## config.mk

```make
export PLATFORM = sky130hd
export DESIGN_NAME = tcpwm_top
export DESIGN_NICKNAME = d
export VERILOG_FILES = /design/src/logic/tcpwm_pkg.sv /design/src/logic/tcpwm_presc.sv /design/src/logic/tcpwm_top.sv
export SDC_FILE = /design/constraint.sdc
export NUM_CORES = 1
export LEC_CHECK = 0
export BUFFER_PORTS_ARGS = -buffer_cell sky130_fd_sc_hd__buf_2
export CELL_PAD_IN_SITES_DETAIL_PLACEMENT = 0
export CELL_PAD_IN_SITES_GLOBAL_PLACEMENT = 2
export CORE_MARGIN = 4
export CORE_UTILIZATION = 35
export CTS_CLUSTER_SIZE = 40
export DETAILED_ROUTE_END_ITERATION = 10
export GPL_TIMING_DRIVEN = 0
export PLACE_DENSITY = 0.76
export SYNTH_ARGS = -nofsm -noshare
export SYNTH_HDL_FRONTEND = slang
export SYNTH_HIERARCHICAL = 1
export SYNTH_SLANG_ARGS = --single-unit
```

## constraint.sdc

```tcl
create_clock -name aclk -period 4.95 [get_ports aclk]
set_input_delay 0.495 -clock aclk [delete_from_list [all_inputs] [get_ports aclk]]
set_output_delay 0.495 -clock aclk [all_outputs]
set_load 0.01 [all_outputs]
```

## src/logic/tcpwm_pkg.sv

```systemverilog
`default_nettype none
package tcpwm_pkg;

  localparam int ADDR_W = 8;
  localparam int PSC_W  = 6;

  // Register byte offsets
  localparam logic [ADDR_W-1:0] OFS_CTRL   = 8'h00;
  localparam logic [ADDR_W-1:0] OFS_COUNT  = 8'h04;
  localparam logic [ADDR_W-1:0] OFS_PERIOD = 8'h08;
  localparam logic [ADDR_W-1:0] OFS_CSR0   = 8'h0C;
  localparam logic [ADDR_W-1:0] OFS_VAL0   = 8'h10;
  localparam logic [ADDR_W-1:0] OFS_CSR1   = 8'h14;
  localparam logic [ADDR_W-1:0] OFS_VAL1   = 8'h18;
  localparam logic [ADDR_W-1:0] OFS_HFC    = 8'h1C;

  // Field positions in the counter control/status word and the HFC register
  localparam int CTRL_WRAP_FLAG = 7;
  localparam int CTRL_WRAP_IE   = 6;
  localparam int CTRL_HALT      = 5;
  localparam int CTRL_CLEAR     = 4;
  localparam int CTRL_PS_MSB    = 2;
  localparam int HFC_HALT_FLAG_CLEAR_ENABLE       = 7;

  // Reset values
  localparam logic [15:0] PERIOD_RST = 16'hFFFF;
  localparam logic        HALT_RST   = 1'b1;

  // Encodings
  localparam logic [2:0] PS_EXT   = 3'h7;
  localparam logic [1:0] ELS_NONE = 2'h0;
  localparam logic [1:0] ELS_TOG  = 2'h1;
  localparam logic [1:0] ELS_CLR  = 2'h2;
  localparam logic [1:0] ELS_SET  = 2'h3;
  localparam logic [1:0] RESP_OKAY   = 2'h0;
  localparam logic [1:0] RESP_SLVERR = 2'h2;
  localparam logic [1:0] RESP_DECERR = 2'h3;

  typedef enum logic [1:0] {MODE_PRESET, MODE_CAPTURE, MODE_COMPARE, MODE_BUFFERED} tcpwm_mode_t;

  // Bit order equals the channel control/status word, bit 7 down to bit 0
  typedef struct packed {
    logic       flag;
    logic       ie;
    logic       link;
    logic       func;
    logic [1:0] els;
    logic       tov;
    logic       full;
  } tcpwm_chcsr_t;

  typedef struct packed {
    logic              awvalid;
    logic [ADDR_W-1:0] awaddr;
    logic              wvalid;
    logic [31:0]       wdata;
    logic [3:0]        wstrb;
    logic              bready;
    logic              arvalid;
    logic [ADDR_W-1:0] araddr;
    logic              rready;
  } tcpwm_axi_req_t;

  typedef struct packed {
    logic        awready;
    logic        wready;
    logic        bvalid;
    logic [1:0]  bresp;
    logic        arready;
    logic        rvalid;
    logic [31:0] rdata;
    logic [1:0]  rresp;
  } tcpwm_axi_rsp_t;

  typedef struct packed {
    logic [15:0]       cnt, period, val0, val1;
    logic              halt, wrap_flag, wrap_ie, halt_flag_clear_enable;
    logic [2:0]        ps;
    tcpwm_chcsr_t      csr0, csr1;
    logic              arm_wrap, arm0, arm1, act_sel, last_sel;
    logic              out0, out1, oe0, oe1, irq, ext_in, ch1_rel;
    logic [1:0]        sync1, sync2, sync3;
    logic              aw_rdy, w_rdy, aw_held, w_held, bvalid, ar_rdy, rvalid;
    logic [ADDR_W-1:0] awaddr;
    logic [31:0]       wdata;
    logic [3:0]        wstrb;
    logic [1:0]        bresp, rresp;
    logic [31:0]       rdata;
  } tcpwm_st_t;

  typedef struct packed {
    logic [PSC_W-1:0] div;
    logic [2:0]       ext;
  } tcpwm_psc_t;

endpackage
`default_nettype wire

```

## src/logic/tcpwm_presc.sv

```systemverilog
`timescale 1ns/10ps
`default_nettype none
module tcpwm_presc
  import tcpwm_pkg::*;
(
  input  wire logic       aclk,
  input  wire logic       aresetn,
  input  wire logic [2:0] sel,
  input  wire logic       run,
  input  wire logic       clear,
  input  wire logic       ext_pin,
  output logic            tick
);

  tcpwm_psc_t s_reg;
  tcpwm_psc_t s_next;
  logic       ext_rise;

  function automatic logic [PSC_W-1:0] div_mask(input logic [2:0] code);
    logic [PSC_W:0] one_hot;
    one_hot  = (PSC_W+1)'(1) << code;
    div_mask = PSC_W'(one_hot - (PSC_W+1)'(1));
  endfunction

  always_comb begin
    s_next     = s_reg;
    s_next.ext = {s_reg.ext[1:0], ext_pin};
    // Edge taken from the second and third stages only
    ext_rise   = s_reg.ext[1] & ~s_reg.ext[2];
    if (clear) begin
      s_next.div = '0;
    end else if (run) begin
      s_next.div = s_reg.div + PSC_W'(1);
    end
    if (!run || clear) begin
      tick = 1'b0;
    end else if (sel == PS_EXT) begin
      tick = ext_rise;
    end else begin
      tick = (s_reg.div & div_mask(sel)) == div_mask(sel);
    end
  end

  always_ff @(posedge aclk) begin
    if (!aresetn) begin
      s_reg <= '0;
    end else begin
      s_reg <= s_next;
    end
  end

endmodule // tcpwm_presc
`default_nettype wire

```

## src/logic/tcpwm_top.sv

```systemverilog
// Contract
// - Unbuffered value rewrite mid-period may distort output up to two periods.
// - New compare value already passed gives no compare in that period.
// - Link bit joins channels into buffered output on channel 0 pin.
// - Last written value pair governs width from next overflow.
// - Linked: channel 1 control unused, channel 1 pin returns to GPIO.
// - Mode select 0:1 unbuffered, 1:0 buffered; overflow toggle written 1.
// - Edge/level 1:0 clears on compare, 1:1 sets on compare.
// - Link bit overrides channel 0 function bit.
// - Overflow toggle clear: no overflow toggle, compares idle, 0% duty; here compares still apply their clear/set/toggle action.
// - Full duty force with overflow toggle gives 100% duty.
// - Wrap flag set at period limit; interrupt only when enabled.
// - Channel flag on capture or compare; interrupt only when enabled.
// - Wait mode: counting continues, registers refused, enabled irq wakes.
// - Counter halts during break.
// - Break: flag clears only with halt-flag-clear enable set.
// - Armed two-step clear survives break, completes after it.
// - Divider select all ones counts external clock pin edges.
// - Sixteen-bit up-counter bounded by period limit.
// - Output toggles at period limit when overflow toggle set.
// - Pulse width spans overflow to compare match.
//
// Implementation choices: the address map and the AXI4-Lite slave port.
`timescale 1ns/10ps
`default_nettype none
module tcpwm_top
  import tcpwm_pkg::*;
(
  input  wire logic            aclk,
  input  wire logic            aresetn,
  input  wire tcpwm_axi_req_t  axi_req,
  output tcpwm_axi_rsp_t       axi_rsp,
  input  wire logic            break_active,
  input  wire logic            wait_mode,
  input  wire logic            channel0_pin_in,
  input  wire logic            channel1_pin_in,
  input  wire logic            external_count_clock,
  output logic                 channel0_pin_out,
  output logic                 channel0_pin_oe,
  output logic                 channel1_pin_out,
  output logic                 channel1_pin_oe,
  output logic                 channel1_gpio_release,
  output logic                 ext_clock_pin_input,
  output logic                 irq
);

  tcpwm_st_t         s_reg;
  tcpwm_st_t         s_next;
  logic              tick;
  logic              run;
  logic              cnt_clr;
  logic              aw_fire;
  logic              w_fire;
  logic              ar_fire;
  logic              do_wr;
  logic              may_clr;
  logic              clr_wrap;
  logic              clr0;
  logic              clr1;
  logic              lnk;
  logic              ovf;
  logic              match0;
  logic              match1;
  logic              cap0;
  logic              cap1;
  logic [15:0]       nxt;
  logic [15:0]       cmp0;
  logic [ADDR_W-1:0] wa;
  logic [31:0]       wd;
  logic [3:0]        ws;
  tcpwm_mode_t       m0;
  tcpwm_mode_t       m1;

  function automatic logic [15:0] merge16(input logic [15:0] old, input logic [31:0] d,
                                          input logic [3:0] st);
    merge16 = old;
    if (st[0]) begin
      merge16[7:0] = d[7:0];
    end
    if (st[1]) begin
      merge16[15:8] = d[15:8];
    end
  endfunction

  function automatic tcpwm_mode_t mode_of(input tcpwm_chcsr_t c);
    if (c.els == ELS_NONE) begin
      mode_of = MODE_PRESET;
    end else if (c.link) begin
      mode_of = MODE_BUFFERED;
    end else if (c.func) begin
      mode_of = MODE_COMPARE;
    end else begin
      mode_of = MODE_CAPTURE;
    end
  endfunction

  function automatic logic cap_edge(input tcpwm_chcsr_t c, input logic now, input logic was);
    case (c.els)
      ELS_TOG: cap_edge = now & ~was;
      ELS_CLR: cap_edge = ~now & was;
      ELS_SET: cap_edge = now ^ was;
      default: cap_edge = 1'b0;
    endcase
  endfunction

  // Next pin level of a channel in its current mode
  function automatic logic pwm_out(input logic cur, input tcpwm_chcsr_t c,
                                   input tcpwm_mode_t m, input logic ov, input logic mt);
    logic r;
    r = cur;
    case (m)
      MODE_PRESET: begin
        r = ~c.func;
      end
      MODE_CAPTURE: begin
        r = cur;
      end
      default: begin
        if (c.full && c.tov) begin
          r = (c.els == ELS_SET) ? 1'b0 : 1'b1;
        end else begin
          if (ov && c.tov) begin
            r = ~r;
          end
          // Compare after toggle, so a value of zero yields 0% duty
          if (mt) begin
            case (c.els)
              ELS_TOG: r = ~r;
              ELS_CLR: r = 1'b0;
              ELS_SET: r = 1'b1;
              default: r = r;
            endcase
          end
        end
      end
    endcase
    pwm_out = r;
  endfunction

  // Break freezes the count; wait mode does not
  assign run = ~s_reg.halt & ~break_active;

  tcpwm_presc u_presc (
    .aclk    (aclk),
    .aresetn (aresetn),
    .sel     (s_reg.ps),
    .run     (run),
    .clear   (cnt_clr),
    .ext_pin (external_count_clock),
    .tick    (tick)
  );

  always_comb begin
    s_next       = s_reg;
    s_next.sync1 = {channel1_pin_in, channel0_pin_in};
    s_next.sync2 = s_reg.sync1;
    s_next.sync3 = s_reg.sync2;

    aw_fire  = axi_req.awvalid & s_reg.aw_rdy;
    w_fire   = axi_req.wvalid & s_reg.w_rdy;
    ar_fire  = axi_req.arvalid & s_reg.ar_rdy;
    may_clr  = ~break_active | s_reg.halt_flag_clear_enable;
    clr_wrap = 1'b0;
    clr0     = 1'b0;
    clr1     = 1'b0;
    cnt_clr  = 1'b0;

    if (aw_fire) begin
      s_next.awaddr  = axi_req.awaddr;
      s_next.aw_held = 1'b1;
    end
    if (w_fire) begin
      s_next.wdata  = axi_req.wdata;
      s_next.wstrb  = axi_req.wstrb;
      s_next.w_held = 1'b1;
    end
    if (s_reg.bvalid && axi_req.bready) begin
      s_next.bvalid = 1'b0;
    end
    do_wr = s_next.aw_held & s_next.w_held & ~s_reg.bvalid;
    wa    = {s_next.awaddr[ADDR_W-1:2], 2'b00};
    wd    = s_next.wdata;
    ws    = s_next.wstrb;

    if (do_wr) begin
      s_next.aw_held = 1'b0;
      s_next.w_held  = 1'b0;
      s_next.bvalid  = 1'b1;
      s_next.bresp   = RESP_OKAY;
      if (wait_mode) begin
        s_next.bresp = RESP_SLVERR;
      end else begin
        case (wa)
          OFS_CTRL: begin
            if (ws[0]) begin
              s_next.wrap_ie = wd[CTRL_WRAP_IE];
              s_next.halt    = wd[CTRL_HALT];
              cnt_clr        = wd[CTRL_CLEAR];
              s_next.ps      = wd[CTRL_PS_MSB:0];
              clr_wrap       = ~wd[CTRL_WRAP_FLAG];
            end
          end
          OFS_COUNT: begin
          end
          OFS_PERIOD: begin
            s_next.period = merge16(s_reg.period, wd, ws);
          end
          OFS_CSR0: begin
            if (ws[0]) begin
              s_next.csr0 = {s_reg.csr0.flag, wd[6:0]};
              clr0        = ~wd[7];
            end
          end
          OFS_CSR1: begin
            if (ws[0]) begin
              s_next.csr1 = {s_reg.csr1.flag, wd[6], 1'b0, wd[4:0]};
              clr1        = ~wd[7];
            end
          end
          OFS_VAL0: begin
            s_next.val0     = merge16(s_reg.val0, wd, ws);
            s_next.last_sel = 1'b0;
          end
          OFS_VAL1: begin
            s_next.val1     = merge16(s_reg.val1, wd, ws);
            s_next.last_sel = 1'b1;
          end
          OFS_HFC: begin
            if (ws[0]) begin
              s_next.halt_flag_clear_enable = wd[HFC_HALT_FLAG_CLEAR_ENABLE];
            end
          end
          default: begin
            s_next.bresp = RESP_DECERR;
          end
        endcase
      end
    end

    if (s_reg.rvalid && axi_req.rready) begin
      s_next.rvalid = 1'b0;
    end
    if (ar_fire) begin
      s_next.rvalid = 1'b1;
      s_next.rresp  = RESP_OKAY;
      s_next.rdata  = '0;
      if (wait_mode) begin
        s_next.rresp = RESP_SLVERR;
      end else begin
        case ({axi_req.araddr[ADDR_W-1:2], 2'b00})
          OFS_CTRL: begin
            s_next.rdata[CTRL_WRAP_FLAG]  = s_reg.wrap_flag;
            s_next.rdata[CTRL_WRAP_IE]    = s_reg.wrap_ie;
            s_next.rdata[CTRL_HALT]       = s_reg.halt;
            s_next.rdata[CTRL_PS_MSB:0]   = s_reg.ps;
            // First step of the flag clear; frozen during protected break
            if (s_reg.wrap_flag && may_clr) begin
              s_next.arm_wrap = 1'b1;
            end
          end
          OFS_COUNT:  s_next.rdata[15:0] = s_reg.cnt;
          OFS_PERIOD: s_next.rdata[15:0] = s_reg.period;
          OFS_CSR0: begin
            s_next.rdata[7:0] = s_reg.csr0;
            if (s_reg.csr0.flag && may_clr) begin
              s_next.arm0 = 1'b1;
            end
          end
          OFS_CSR1: begin
            s_next.rdata[7:0] = s_reg.csr1;
            if (s_reg.csr1.flag && may_clr) begin
              s_next.arm1 = 1'b1;
            end
          end
          OFS_VAL0:   s_next.rdata[15:0] = s_reg.val0;
          OFS_VAL1:   s_next.rdata[15:0] = s_reg.val1;
          OFS_HFC:    s_next.rdata[HFC_HALT_FLAG_CLEAR_ENABLE] = s_reg.halt_flag_clear_enable;
          default:    s_next.rresp = RESP_DECERR;
        endcase
      end
    end
    s_next.aw_rdy = ~s_next.aw_held & ~s_next.bvalid;
    s_next.w_rdy  = ~s_next.w_held & ~s_next.bvalid;
    s_next.ar_rdy = ~s_next.rvalid;

    // Counter and events
    lnk  = s_reg.csr0.link;
    m0   = mode_of(s_reg.csr0);
    m1   = mode_of(s_reg.csr1);
    nxt  = (s_reg.cnt == s_reg.period) ? 16'h0000 : s_reg.cnt + 16'h0001;
    ovf  = tick & ~cnt_clr & (s_reg.cnt == s_reg.period);
    cmp0 = (lnk && s_reg.act_sel) ? s_reg.val1 : s_reg.val0;
    // Equality only: a value already passed is simply missed
    match0 = tick & ~cnt_clr & (nxt == cmp0) &
             ((m0 == MODE_COMPARE) | (m0 == MODE_BUFFERED));
    match1 = tick & ~cnt_clr & ~lnk & (nxt == s_reg.val1) & (m1 == MODE_COMPARE);
    cap0   = (m0 == MODE_CAPTURE) & cap_edge(s_reg.csr0, s_reg.sync2[0], s_reg.sync3[0]);
    cap1   = ~lnk & (m1 == MODE_CAPTURE) &
             cap_edge(s_reg.csr1, s_reg.sync2[1], s_reg.sync3[1]);

    if (cnt_clr) begin
      s_next.cnt = 16'h0000;
    end else if (tick) begin
      s_next.cnt = nxt;
    end
    if (cap0) begin
      s_next.val0 = s_reg.cnt;
    end
    if (cap1) begin
      s_next.val1 = s_reg.cnt;
    end

    // Pair control follows the last write, switched only at overflow
    if (!lnk) begin
      s_next.act_sel  = 1'b0;
      s_next.last_sel = 1'b0;
    end else if (ovf) begin
      s_next.act_sel = s_next.last_sel;
    end

    // Flags: a second step clears only when armed; a new event wins
    if (do_wr && clr_wrap && s_reg.arm_wrap && may_clr) begin
      s_next.wrap_flag = 1'b0;
      s_next.arm_wrap  = 1'b0;
    end
    if (do_wr && clr0 && s_reg.arm0 && may_clr) begin
      s_next.csr0.flag = 1'b0;
      s_next.arm0      = 1'b0;
    end
    if (do_wr && clr1 && s_reg.arm1 && may_clr) begin
      s_next.csr1.flag = 1'b0;
      s_next.arm1      = 1'b0;
    end
    if (ovf) begin
      s_next.wrap_flag = 1'b1;
      s_next.arm_wrap  = 1'b0;
    end
    if (match0 || cap0) begin
      s_next.csr0.flag = 1'b1;
      s_next.arm0      = 1'b0;
    end
    if (match1 || cap1) begin
      s_next.csr1.flag = 1'b1;
      s_next.arm1      = 1'b0;
    end

    // Pins
    s_next.out0 = pwm_out(s_reg.out0, s_reg.csr0, m0, ovf, match0);
    s_next.out1 = pwm_out(s_reg.out1, s_reg.csr1, m1, ovf, match1);
    s_next.oe0  = (m0 == MODE_COMPARE) | (m0 == MODE_BUFFERED);
    s_next.oe1  = ~lnk & (m1 == MODE_COMPARE);
    s_next.ch1_rel = lnk;
    s_next.ext_in  = (s_reg.ps == PS_EXT);

    // Request stays up in wait mode, so it doubles as the wake signal
    s_next.irq = (s_next.wrap_flag & s_next.wrap_ie) |
                 (s_next.csr0.flag & s_next.csr0.ie) |
                 (~lnk & s_next.csr1.flag & s_next.csr1.ie);
  end

  always_ff @(posedge aclk) begin
    if (!aresetn) begin
      s_reg        <= '0;
      s_reg.halt   <= HALT_RST;
      s_reg.period <= PERIOD_RST;
    end else begin
      s_reg <= s_next;
    end
  end

  assign axi_rsp.awready      = s_reg.aw_rdy;
  assign axi_rsp.wready       = s_reg.w_rdy;
  assign axi_rsp.bvalid       = s_reg.bvalid;
  assign axi_rsp.bresp        = s_reg.bresp;
  assign axi_rsp.arready      = s_reg.ar_rdy;
  assign axi_rsp.rvalid       = s_reg.rvalid;
  assign axi_rsp.rdata        = s_reg.rdata;
  assign axi_rsp.rresp        = s_reg.rresp;
  assign channel0_pin_out     = s_reg.out0;
  assign channel0_pin_oe      = s_reg.oe0;
  assign channel1_pin_out     = s_reg.out1;
  assign channel1_pin_oe      = s_reg.oe1;
  assign channel1_gpio_release = s_reg.ch1_rel;
  assign ext_clock_pin_input  = s_reg.ext_in;
  assign irq                  = s_reg.irq;

endmodule // tcpwm_top
`default_nettype wire

```

# After elaboration in Yosys (flattened, before gate mapping)
# Cells that the tools add are included.
# word_totals
in_bits	64
reg_bits	168
elab_cells	300
out_inout_bits	48
# op_classes
addsub	3
bitwise_logic	58
n_eq_ne	32
n_mux	90
shift	1
reduce_logical	59
# ops
operator	count
2-to-1 mux 16 bit	7
2-to-1 mux 33 bit	2
AND reduction 4 bit	13
equality test 16 bit	3
equality test 6 x 3 -> 1 bit, second input constant	8
2-to-1 mux 1 bit	47
2-to-1 mux 21 bit	2
one-hot mux 8 bit (4 select lines)	1
bitwise AND 1 bit	28
2-to-1 mux 7 bit	4
equality test 6 x 2 -> 1 bit, second input constant	4
2-to-1 mux 8 bit	3
NOT 1 bit	23
one-hot mux 3 bit (7 select lines)	1
2-to-1 mux 20 bit	1
logical AND 1 bit	19
2-to-1 mux 2 bit	9
adder 16 x 1 -> 16 bit, second input constant	1
nonzero test 2 bit	8
OR reduction 8 bit	2
equality test 2 bit, second input constant	7
one-hot mux 2 bit (7 select lines)	1
equality test 6 x 1 -> 1 bit, second input constant	2
zero test 6 bit	2
other kinds (21)	45

# Longest topological paths before layout
# Gate-level depths: netlist (run 1).
# depth
depth_word	19
depth_mapped	17
mapped_depth_nobuf	15

# By module
# Netlist (run 1), hierarchy kept.
# by_module_without_submodules
mod	area_per_inst_um2	seq_area_each_um2	cells_each	n_inst
tcpwm_top	8919.8	3103.0	1091	1
tcpwm_presc	416.6	180.2	45	1

# Worst setup path before layout (run 1)
# OpenSTA, ideal clock, no wires.
# synth_timing
kind	input -> register
start	input port axi_req[56] in the netlist's numbering
end	register s_reg (netlist bit channel1_pin_out)
path_buffers	2
arrival_ns	3.836
required_ns	4.876
path_stages	17
setup_slack_ns	1.040
setup_ns	0.074
cell_sequence	a21oi_1 > or4_1 > clkbuf_1 > nor3b_2 > nand2_1 > clkbuf_1 > nor2_1 > nand3b_1 > nor4b_1 > a21o_1 > inv_1 > a21oi_1 > nand4_1 > or4_4 > nor4b_2 > mux2_1 > a31oi_1
# synth_via
elab_chain_cells	19
word_cells_on_any_way	26
cone_classes	mux (13); bitwise (10); reduce/logical (3)
# synth_rtl
item	line	source
from (decl)	tcpwm_top.sv:31	input wire tcpwm_axi_req_t axi_req,
bitwise AND 1 bit *	tcpwm_top.sv:159	aw_fire = axi_req.awvalid & s_reg.aw_rdy;
2-to-1 mux 8 bit	tcpwm_top.sv:168	if (aw_fire) begin
zero test 6 bit	tcpwm_top.sv:193	case (wa)
2-to-1 mux 1 bit	tcpwm_top.sv:193	
2-to-1 mux 1 bit	tcpwm_top.sv:190	if (wait_mode) begin
2-to-1 mux 1 bit *	tcpwm_top.sv:185	if (do_wr) begin
named net cnt_clr	tcpwm_top.sv:51	logic cnt_clr;
logical OR 1 bit *	tcpwm_presc.sv:35	if (!run || clear) begin
[... 1 more ...]	--	
named net tick	tcpwm_top.sv:49	logic tick;
[... 3 more ...]	--	
2-to-1 mux 1 bit	tcpwm_top.sv:122	if (ov && c.tov) begin
2-to-1 mux 1 bit	tcpwm_top.sv:119	if (c.full && c.tov) begin
2-to-1 mux 1 bit	tcpwm_top.sv:111	case (m)
NOT 1 bit	tcpwm_top.sv:128	ELS_TOG: r = ~r;
one-hot mux 1 bit (3 select lines)	tcpwm_top.sv:127	case (c.els)
2-to-1 mux 1 bit *	tcpwm_top.sv:126	if (mt) begin
2-to-1 mux 1 bit *	tcpwm_top.sv:119	
one-hot mux 1 bit (2 select lines) *	tcpwm_top.sv:111	
to (signal assigned)	tcpwm_top.sv:367	s_reg <= s_next;
to (decl)	tcpwm_top.sv:47	tcpwm_st_t s_reg;
# Mark *: on every way through the listed nets, which the timed path passes. The rest lies on a longest branch. The select of a mux whose other input is x is not followed.
# A chain may end at the register's enable or synchronous reset.

# Worst setup path after layout (run 1)
# layout_timing
start	register s_reg (netlist bit axi_rsp[40])
end	register s_reg (netlist bit channel1_pin_out)
# layout_via
elab_chain_cells	19
word_cells_on_any_way	26
cone_classes	mux (13); bitwise (10); reduce/logical (3)
# layout_rtl
item	line
bitwise AND 1 bit *	tcpwm_top.sv:159
2-to-1 mux 8 bit	tcpwm_top.sv:168
zero test 6 bit	tcpwm_top.sv:193
2-to-1 mux 1 bit	tcpwm_top.sv:193
2-to-1 mux 1 bit	tcpwm_top.sv:190
2-to-1 mux 1 bit *	tcpwm_top.sv:185
named net cnt_clr	tcpwm_top.sv:51
logical OR 1 bit *	tcpwm_presc.sv:35
[... 1 more ...]	--
named net tick	tcpwm_top.sv:49
[... 3 more ...]	--
2-to-1 mux 1 bit	tcpwm_top.sv:122
2-to-1 mux 1 bit	tcpwm_top.sv:119
2-to-1 mux 1 bit	tcpwm_top.sv:111
NOT 1 bit	tcpwm_top.sv:128
one-hot mux 1 bit (3 select lines)	tcpwm_top.sv:127
2-to-1 mux 1 bit *	tcpwm_top.sv:126
2-to-1 mux 1 bit *	tcpwm_top.sv:119
one-hot mux 1 bit (2 select lines) *	tcpwm_top.sv:111
# Marks and branches as above.

==> results_dict.tcl, run 1 <==
set metrics [dict create \
    p_int_mw 2.10 \
    fin_skew_ns 0.0148 \
    io_buffers 72 \
    p_leak_nw 4.24 \
    p_sw_mw 0.832 \
    power_mw 2.93 \
    min_to "u_presc/s_next[1]$_SDFF_PN0_" \
    slew_violations 0 \
    crit_fanout 12 \
    tns_ns 0 \
    synth_top_area_share_pct 35.2 \
    synth_cell_types 87 \
    min_period_ns 4.57 \
    via_per_inst 5.56 \
    row_count 59 \
    synth-main-ff-cell "dfxtp_1" \
    drive_gt1_share_pct 16.9 \
    yosysTopAreaCell "dfxtp_1" \
    cts_buffer_depth 2 \
    max_freq_mhz 219 \
    hold_buffers 0 \
    place.gp.congestion 0.895 \
    cpPeakStageDelay_ns 0.53 \
    critical_path.slowest_cell "or4_4" \
    crit_chain "nand2_1, mux2i_1, nor3b_2, nand2_2, nor2_1, nand3b_1, nor4b_1, a21o_2, inv_1, a21oi_4, nand4_1, or4_4, nor4b_4, mux2_1, a31oi_1" \
    synth.most_common_cell "dfxtp_1" \
    grt_pass1_wl_microns 52400 \
    arrival_ns 4.94 \
    synth_edf_count 0 \
    die_x_microns 171 \
    r2r_start "axi_rsp[40]$_SDFF_PN0_" \
    ys_seq_elements 164 \
    netlist_area_sq_mm 0.00934 \
    dp_hpwl_microns 26600 \
    switching_share_pct 28.4 \
    synthToLayoutAreaGrowth_pct 15.6 \
    rsz0062_at_grt "false" \
    reg2reg_depth 15 \
    start_util_pct 35.7 \
    path_class "reg2reg" \
    synth_cells 1136 \
    status "completed" \
    drt_iter0_markers 783 \
    ys_top_cells_by_area "dfxtp_1 35%, nor2_1 5.8%, mux2i_1 5.4%, a21oi_1 4.2%, nand2_1 3.8%" \
    nets 1311 \
    clk_pin_slew_ns 0.08 \
    hp-class "in2reg" \
    synth_area_per_cell_sq_um 8.22 \
    cts_tree "done" \
    reg2reg_to "channel1_pin_out$_SDFFE_PN0P_" \
    setup_viol 0 \
    start_kind "flip-flop" \
    n_antenna_cell 0 \
    ys_warn_count 6 \
    hold_depth 2 \
    firstDrtPassIters 7 \
    hold_path_startpoint "external_count_clock" \
    seq_power_share_pct 46.1 \
    power.density_mw_per_mm2 271 \
    clkSinkCount 164 \
    drc 0 \
    pwr-share-clk_pct 45.8 \
    synthTopCellsByCount "164 x dfxtp_1, 144 x nor2_1, 94 x nand2_1" \
    postRouteAntennaNets 0 \
    cts_root_buf "clkbuf_16" \
    peakVddDrop_mv 0.192 \
    grt_antenna_before_repair 0 \
    die_y_microns 171 \
    rrSetupSlack_ns 0.38 \
    pin_count 112 \
    synth-seq-area-share_pct 35.2 \
    slew_headroom_pct 22.6 \
    p_comb_share_pct 8.1 \
    wire_per_inst_microns 21.7 \
    gr-usage-all-layers_pct 23.7 \
    required_ns 5.31 \
    dieArea_sq_mm 0.0294 \
    clock_latency_ns 0.44 \
    numCtsBuffers 17 \
    postRouteWirelength_microns 34500 \
    hold_viol 0 \
    drv_cap 0 \
    core_area_sq_mm 0.0261 \
    grt_start_max_net_pins 19 \
    vias 8833 \
    tightest_slew_ns 1.13 \
    period_share_pct 92.4 \
    cp-end-kind "flip-flop" \
    gr-total-overflow 0 \
    ys_async_sr_fraction_pct 0 \
    largest_register_ffs 118 \
    grt_pass1_vias 8288 \
    htree_levels 4 \
]
[layout by cell type, fill, tap and decap left out, drive strengths merged, types with 4 or more instances in the layout]
master	instances
buf	138
o311a	12
o311ai	5
nand4	15
nand3	23
nor4	6
and2	14
xor2	10
conb	16
nor2b	14
o22ai	6
nor3	71
clkinv	5
nor4b	12
dfxtp	164
o211ai	19
inv	30
mux2i	50
clkbuf	72
or4	4
and3	9
a211oi	24
nand3b	6
nand2b	11
o21ai	38
ha	6
a221oi	11
a22oi	21
nor3b	10
nor2	145
o21bai	4
or3	7
a21boi	4
a21oi	78
nand2	96
mux2	12
a31oi	8
xnor2	31
a22o	4
[worst max-delay path, delay by kind of cell (launching register included)]
kind                   cells  cell delay [ns]
AOI/OAI and AO/OA          3             0.74
and+or+nand+nor            9             2.46
muxes                      2             0.64
buffers and inverters      1             0.17
DFF                        1             0.46
[cell type report]
type / instances / area, sq um
clock buffer: 18 / 429
sequential: 164 / 3280
tap: 335 / 419
inverter: 22 / 82.6
clock inverter: 14 / 154
timing repair buffer: 73 / 368
buffer: 119 / 688
multi-input combinational: 844 / 5370
fill: 2792 / 15300
[through the flow]
step                instance area (sq um)  instances  setup slack, ns  utilization [%]  hold WS (ns)
floorplan                            9390       1151             1.04                -         0.398
global placement                    10200       1558            -1.02             38.9         0.408
detailed placement                  10200       1559            -1.02             39.0         0.411
CTS                                 10800       1589           0.0944             41.3         0.243
global route                        10800       1589           0.0761             41.3         0.249
finish                              10800       1589            0.378             41.3         0.260
[cells by family (layout without fill, tap and decap cells)]
group | after synthesis | count (layout) | share of synthesized area, %
xor gates and xnor gates | 42 | 42 | 4.41
buffers and inverters | 143 | 246 | 8.34
and+or+nand+nor | 450 | 450 | 24.7
other | 1 | 16 | 0.0402
DFF | 164 | 164 | 35.2
muxes | 63 | 63 | 7.05
adders and majority gates | 6 | 6 | 0.804
AOI/OAI and AO/OA | 267 | 267 | 19.5
[power groups by stage]
stage          registers [mW]  logic, mW  clock network [mW]
6_report                 1.35      0.236                1.34
5_1_grt                  1.35      0.255                1.42
4_1_cts                  1.35      0.233                1.37
3_5_place_dp             1.38      0.230                   0
3_3_place_gp             1.38      0.232                   0
2_1_floorplan            1.38      0.140                   0
[per-layer routing]
metal | routed length [microns] | track usage [%]
met2 | 14700 | 35.4
met1 | 17000 | 35.6
met3 | 1980 | 3.19
met5 | 0 | 0
met4 | 776 | 7.13
[what timing repair did]
action,in CTS,in global routing
endpoints found under the setup margin,7,3
buffers inserted,0,0
resized for setup,5,3
pin swaps,0,0
[worst max-delay path by stage]
stage / startpoint / endpoint / slack (ns) / cells past startpoint
after floorplan: axi_req[56] / channel1_pin_out$_SDFFE_PN0P_ / 1.04 / 17
after global placement: axi_req[56] / channel1_pin_out$_SDFFE_PN0P_ / -1.02 / 18
after detailed placement: axi_req[56] / channel1_pin_out$_SDFFE_PN0P_ / -1.02 / 18
after CTS: axi_rsp[40]$_SDFF_PN0_ / channel1_pin_out$_SDFFE_PN0P_ / 0.09 / 15
after global routing: axi_rsp[40]$_SDFF_PN0_ / channel1_pin_out$_SDFFE_PN0P_ / 0.08 / 15
final: axi_rsp[40]$_SDFF_PN0_ / channel1_pin_out$_SDFFE_PN0P_ / 0.38 / 15
No activity file was read; power rests on OpenSTA's default activity.
==> run 2: changes to the inputs <==
- RECOVER_POWER: not set -> 100
==> run 2 against run 1 <==
Compared with the run above: via count rose by 0.23%; hold slack worse by 0.0057 ns; first-iteration DRC count increased by 7.9%; worst setup slack worse by 0.019 ns; die area is the same; global-route usage unchanged; fmax decreased by 0.41%; cell area decreased by 0.49%; critical endpoint unchanged; sequential cell count is the same; sequential power about the same; routed wire length hardly changed.
==> results_dict.tcl, run 2 (synthesis results as in run 1) <==
set metrics [dict create \
    io_buffers 72 \
    min_period_ns 4.59 \
    r2r_start "axi_rsp[40]$_SDFF_PN0_" \
    gr-usage-all-layers_pct 23.7 \
    hp-class "in2reg" \
    cts_root_buf "clkbuf_16" \
    cts_buffer_depth 2 \
    pin_count 112 \
    tightest_slew_ns 1.21 \
    via_per_inst 5.57 \
    status "completed" \
    power.density_mw_per_mm2 273 \
    cp-end-kind "flip-flop" \
    post_cts.repair.setup_buffers 0 \
    dieArea_sq_mm 0.0294 \
    layout_common_cells "164 x dfxtp_1, 144 x nor2_1, 93 x nand2_1" \
    rrSetupSlack_ns 0.36 \
    reg2reg_depth 15 \
    start_kind "flip-flop" \
    clkSinkCount 164 \
    grt_start_max_net_pins 19 \
    rsz0062_at_grt "false" \
    clk_pin_slew_ns 0.08 \
    start_util_pct 35.7 \
    dp_hpwl_microns 26600 \
    slew_violations 0 \
    slew_headroom_pct 19.0 \
    htree_levels 4 \
    row_count 59 \
    setup_viol 0 \
    grt_pass1_wl_microns 52400 \
    required_ns 5.32 \
    max_freq_mhz 218 \
    drt_iter0_markers 845 \
    tns_ns 0 \
    worst_setup_path_endpoint "channel1_pin_out$_SDFFE_PN0P_" \
    reg2reg_to "channel1_pin_out$_SDFFE_PN0P_" \
    hold_depth 2 \
    hold_viol 0 \
    grt_pass1_vias 8288 \
    numCtsBuffers 17 \
    fin_skew_ns 0.0168 \
    layout_commonest_cell "dfxtp_1" \
    final_cells 1589 \
    post-route-util_pct 41.1 \
    path_class "reg2reg" \
    largest_register_ffs 118 \
    hold_ws_ns 0.254 \
    die_x_microns 171 \
    drive_gt1_share_pct 14.1 \
    cts_tree "done" \
    drv_cap 0 \
    period_share_pct 92.7 \
    vias 8853 \
    n_antenna_cell 0 \
    firstDrtPassIters 5 \
    gr-total-overflow 0 \
    clock_latency_ns 0.45 \
    dpl_cell_area_sq_mm 0.0102 \
    crit_start "axi_rsp[40]$_SDFF_PN0_" \
    postRouteWirelength_microns 34500 \
    core_area_sq_mm 0.0261 \
    peakVddDrop_mv 0.193 \
    placedCellCount 1559 \
    grt_antenna_before_repair 0 \
    nets 1311 \
    p_leak_nw 4.10 \
    arrival_ns 4.96 \
    place.gp.congestion 0.895 \
    crit_fanout 12 \
    drc 0 \
    synthToLayoutAreaGrowth_pct 15.0 \
    finalInstanceArea_sq_mm 0.0107 \
    wire_per_inst_microns 21.7 \
    postRouteAntennaNets 0 \
    die_y_microns 171 \
]
[run 2: changes by cell type in the layout (fill, tap and decap cells not counted), moves of 2 or more]
cell | before | now
buf_4 | 45 | 43
clkbuf_1 | 54 | 90
buf_2 | 78 | 46
and2_1 | 13 | 10
and2_0 | 0 | 3
or4_4 | 3 | 1
or4_1 | 1 | 3
clkbuf_4 | 0 | 2
buf_1 | 6 | 2
[run 2: final cells by class]
| cell class | count | area [sq um] |
|---|---|---|
| Buffer | 119 | 688 |
| Clock buffer | 18 | 429 |
| Clock inverter | 14 | 154 |
| Fill cell | 2797 | 15400 |
| Inverter | 22 | 82.6 |
| Multi-Input combinational cell | 844 | 5350 |
| Sequential cell | 164 | 3280 |
| Tap cell | 335 | 419 |
| Timing Repair Buffer | 73 | 328 |
[run 2: per-stage QoR]
step / total power, mW / setup slack (ns)
after floorplan: 1.52 / 1.04
after global placement: 1.61 / -1.02
after detailed placement: 1.61 / -1.02
after CTS: 2.96 / 0.0944
after global routing: 3.03 / 0.0438
final: 2.93 / 0.359
[run 2: critical path, cell delays in order (launching register included)]
cell      delay [ns]
dfxtp_1         0.46
nand2_1         0.28
mux2i_1         0.26
nor3b_2         0.25
nand2_2         0.26
nor2_1          0.11
nand3b_1        0.20
nor4b_1         0.30
a21o_2          0.28
inv_1           0.17
a21oi_4         0.32
nand4_1         0.11
or4_1           0.57
nor4b_4         0.40
mux2_1          0.36
a31oi_1         0.15
[run 2: worst min path at each step]
stage / from / to / slack [ns]
floorplan: s_reg[83]$_SDFF_PN0_ / axi_rsp[39]$_SDFF_PN0_ / 0.40
global placement: s_reg[83]$_SDFF_PN0_ / axi_rsp[39]$_SDFF_PN0_ / 0.41
detailed placement: s_reg[83]$_SDFF_PN0_ / axi_rsp[39]$_SDFF_PN0_ / 0.41
CTS: channel1_pin_in / s_next[90]$_SDFF_PN0_ / 0.24
global route: channel1_pin_in / s_next[90]$_SDFF_PN0_ / 0.25
finish: external_count_clock / u_presc/s_next[1]$_SDFF_PN0_ / 0.25
[run 2: timing repair]
action / CTS / global route
resized for setup: 5 / 3
hold buffers: 0 / 0
setup endpoints to repair: 7 / 3
[run 2: power breakdown]
group	switching, mW	internal (mW)
registers	0.0115	1.34
clock network	0.668	0.677
logic	0.156	0.0772
total	0.836	2.09
[run 2: routing by layer]
layer  wire, microns  vias up  track usage (%)
li1                -     4248                -
met1           17100     4261             35.6
met2           14600      304             35.4
met3            2020       40             3.19
met4             767        0             7.13
met5               0        -                0
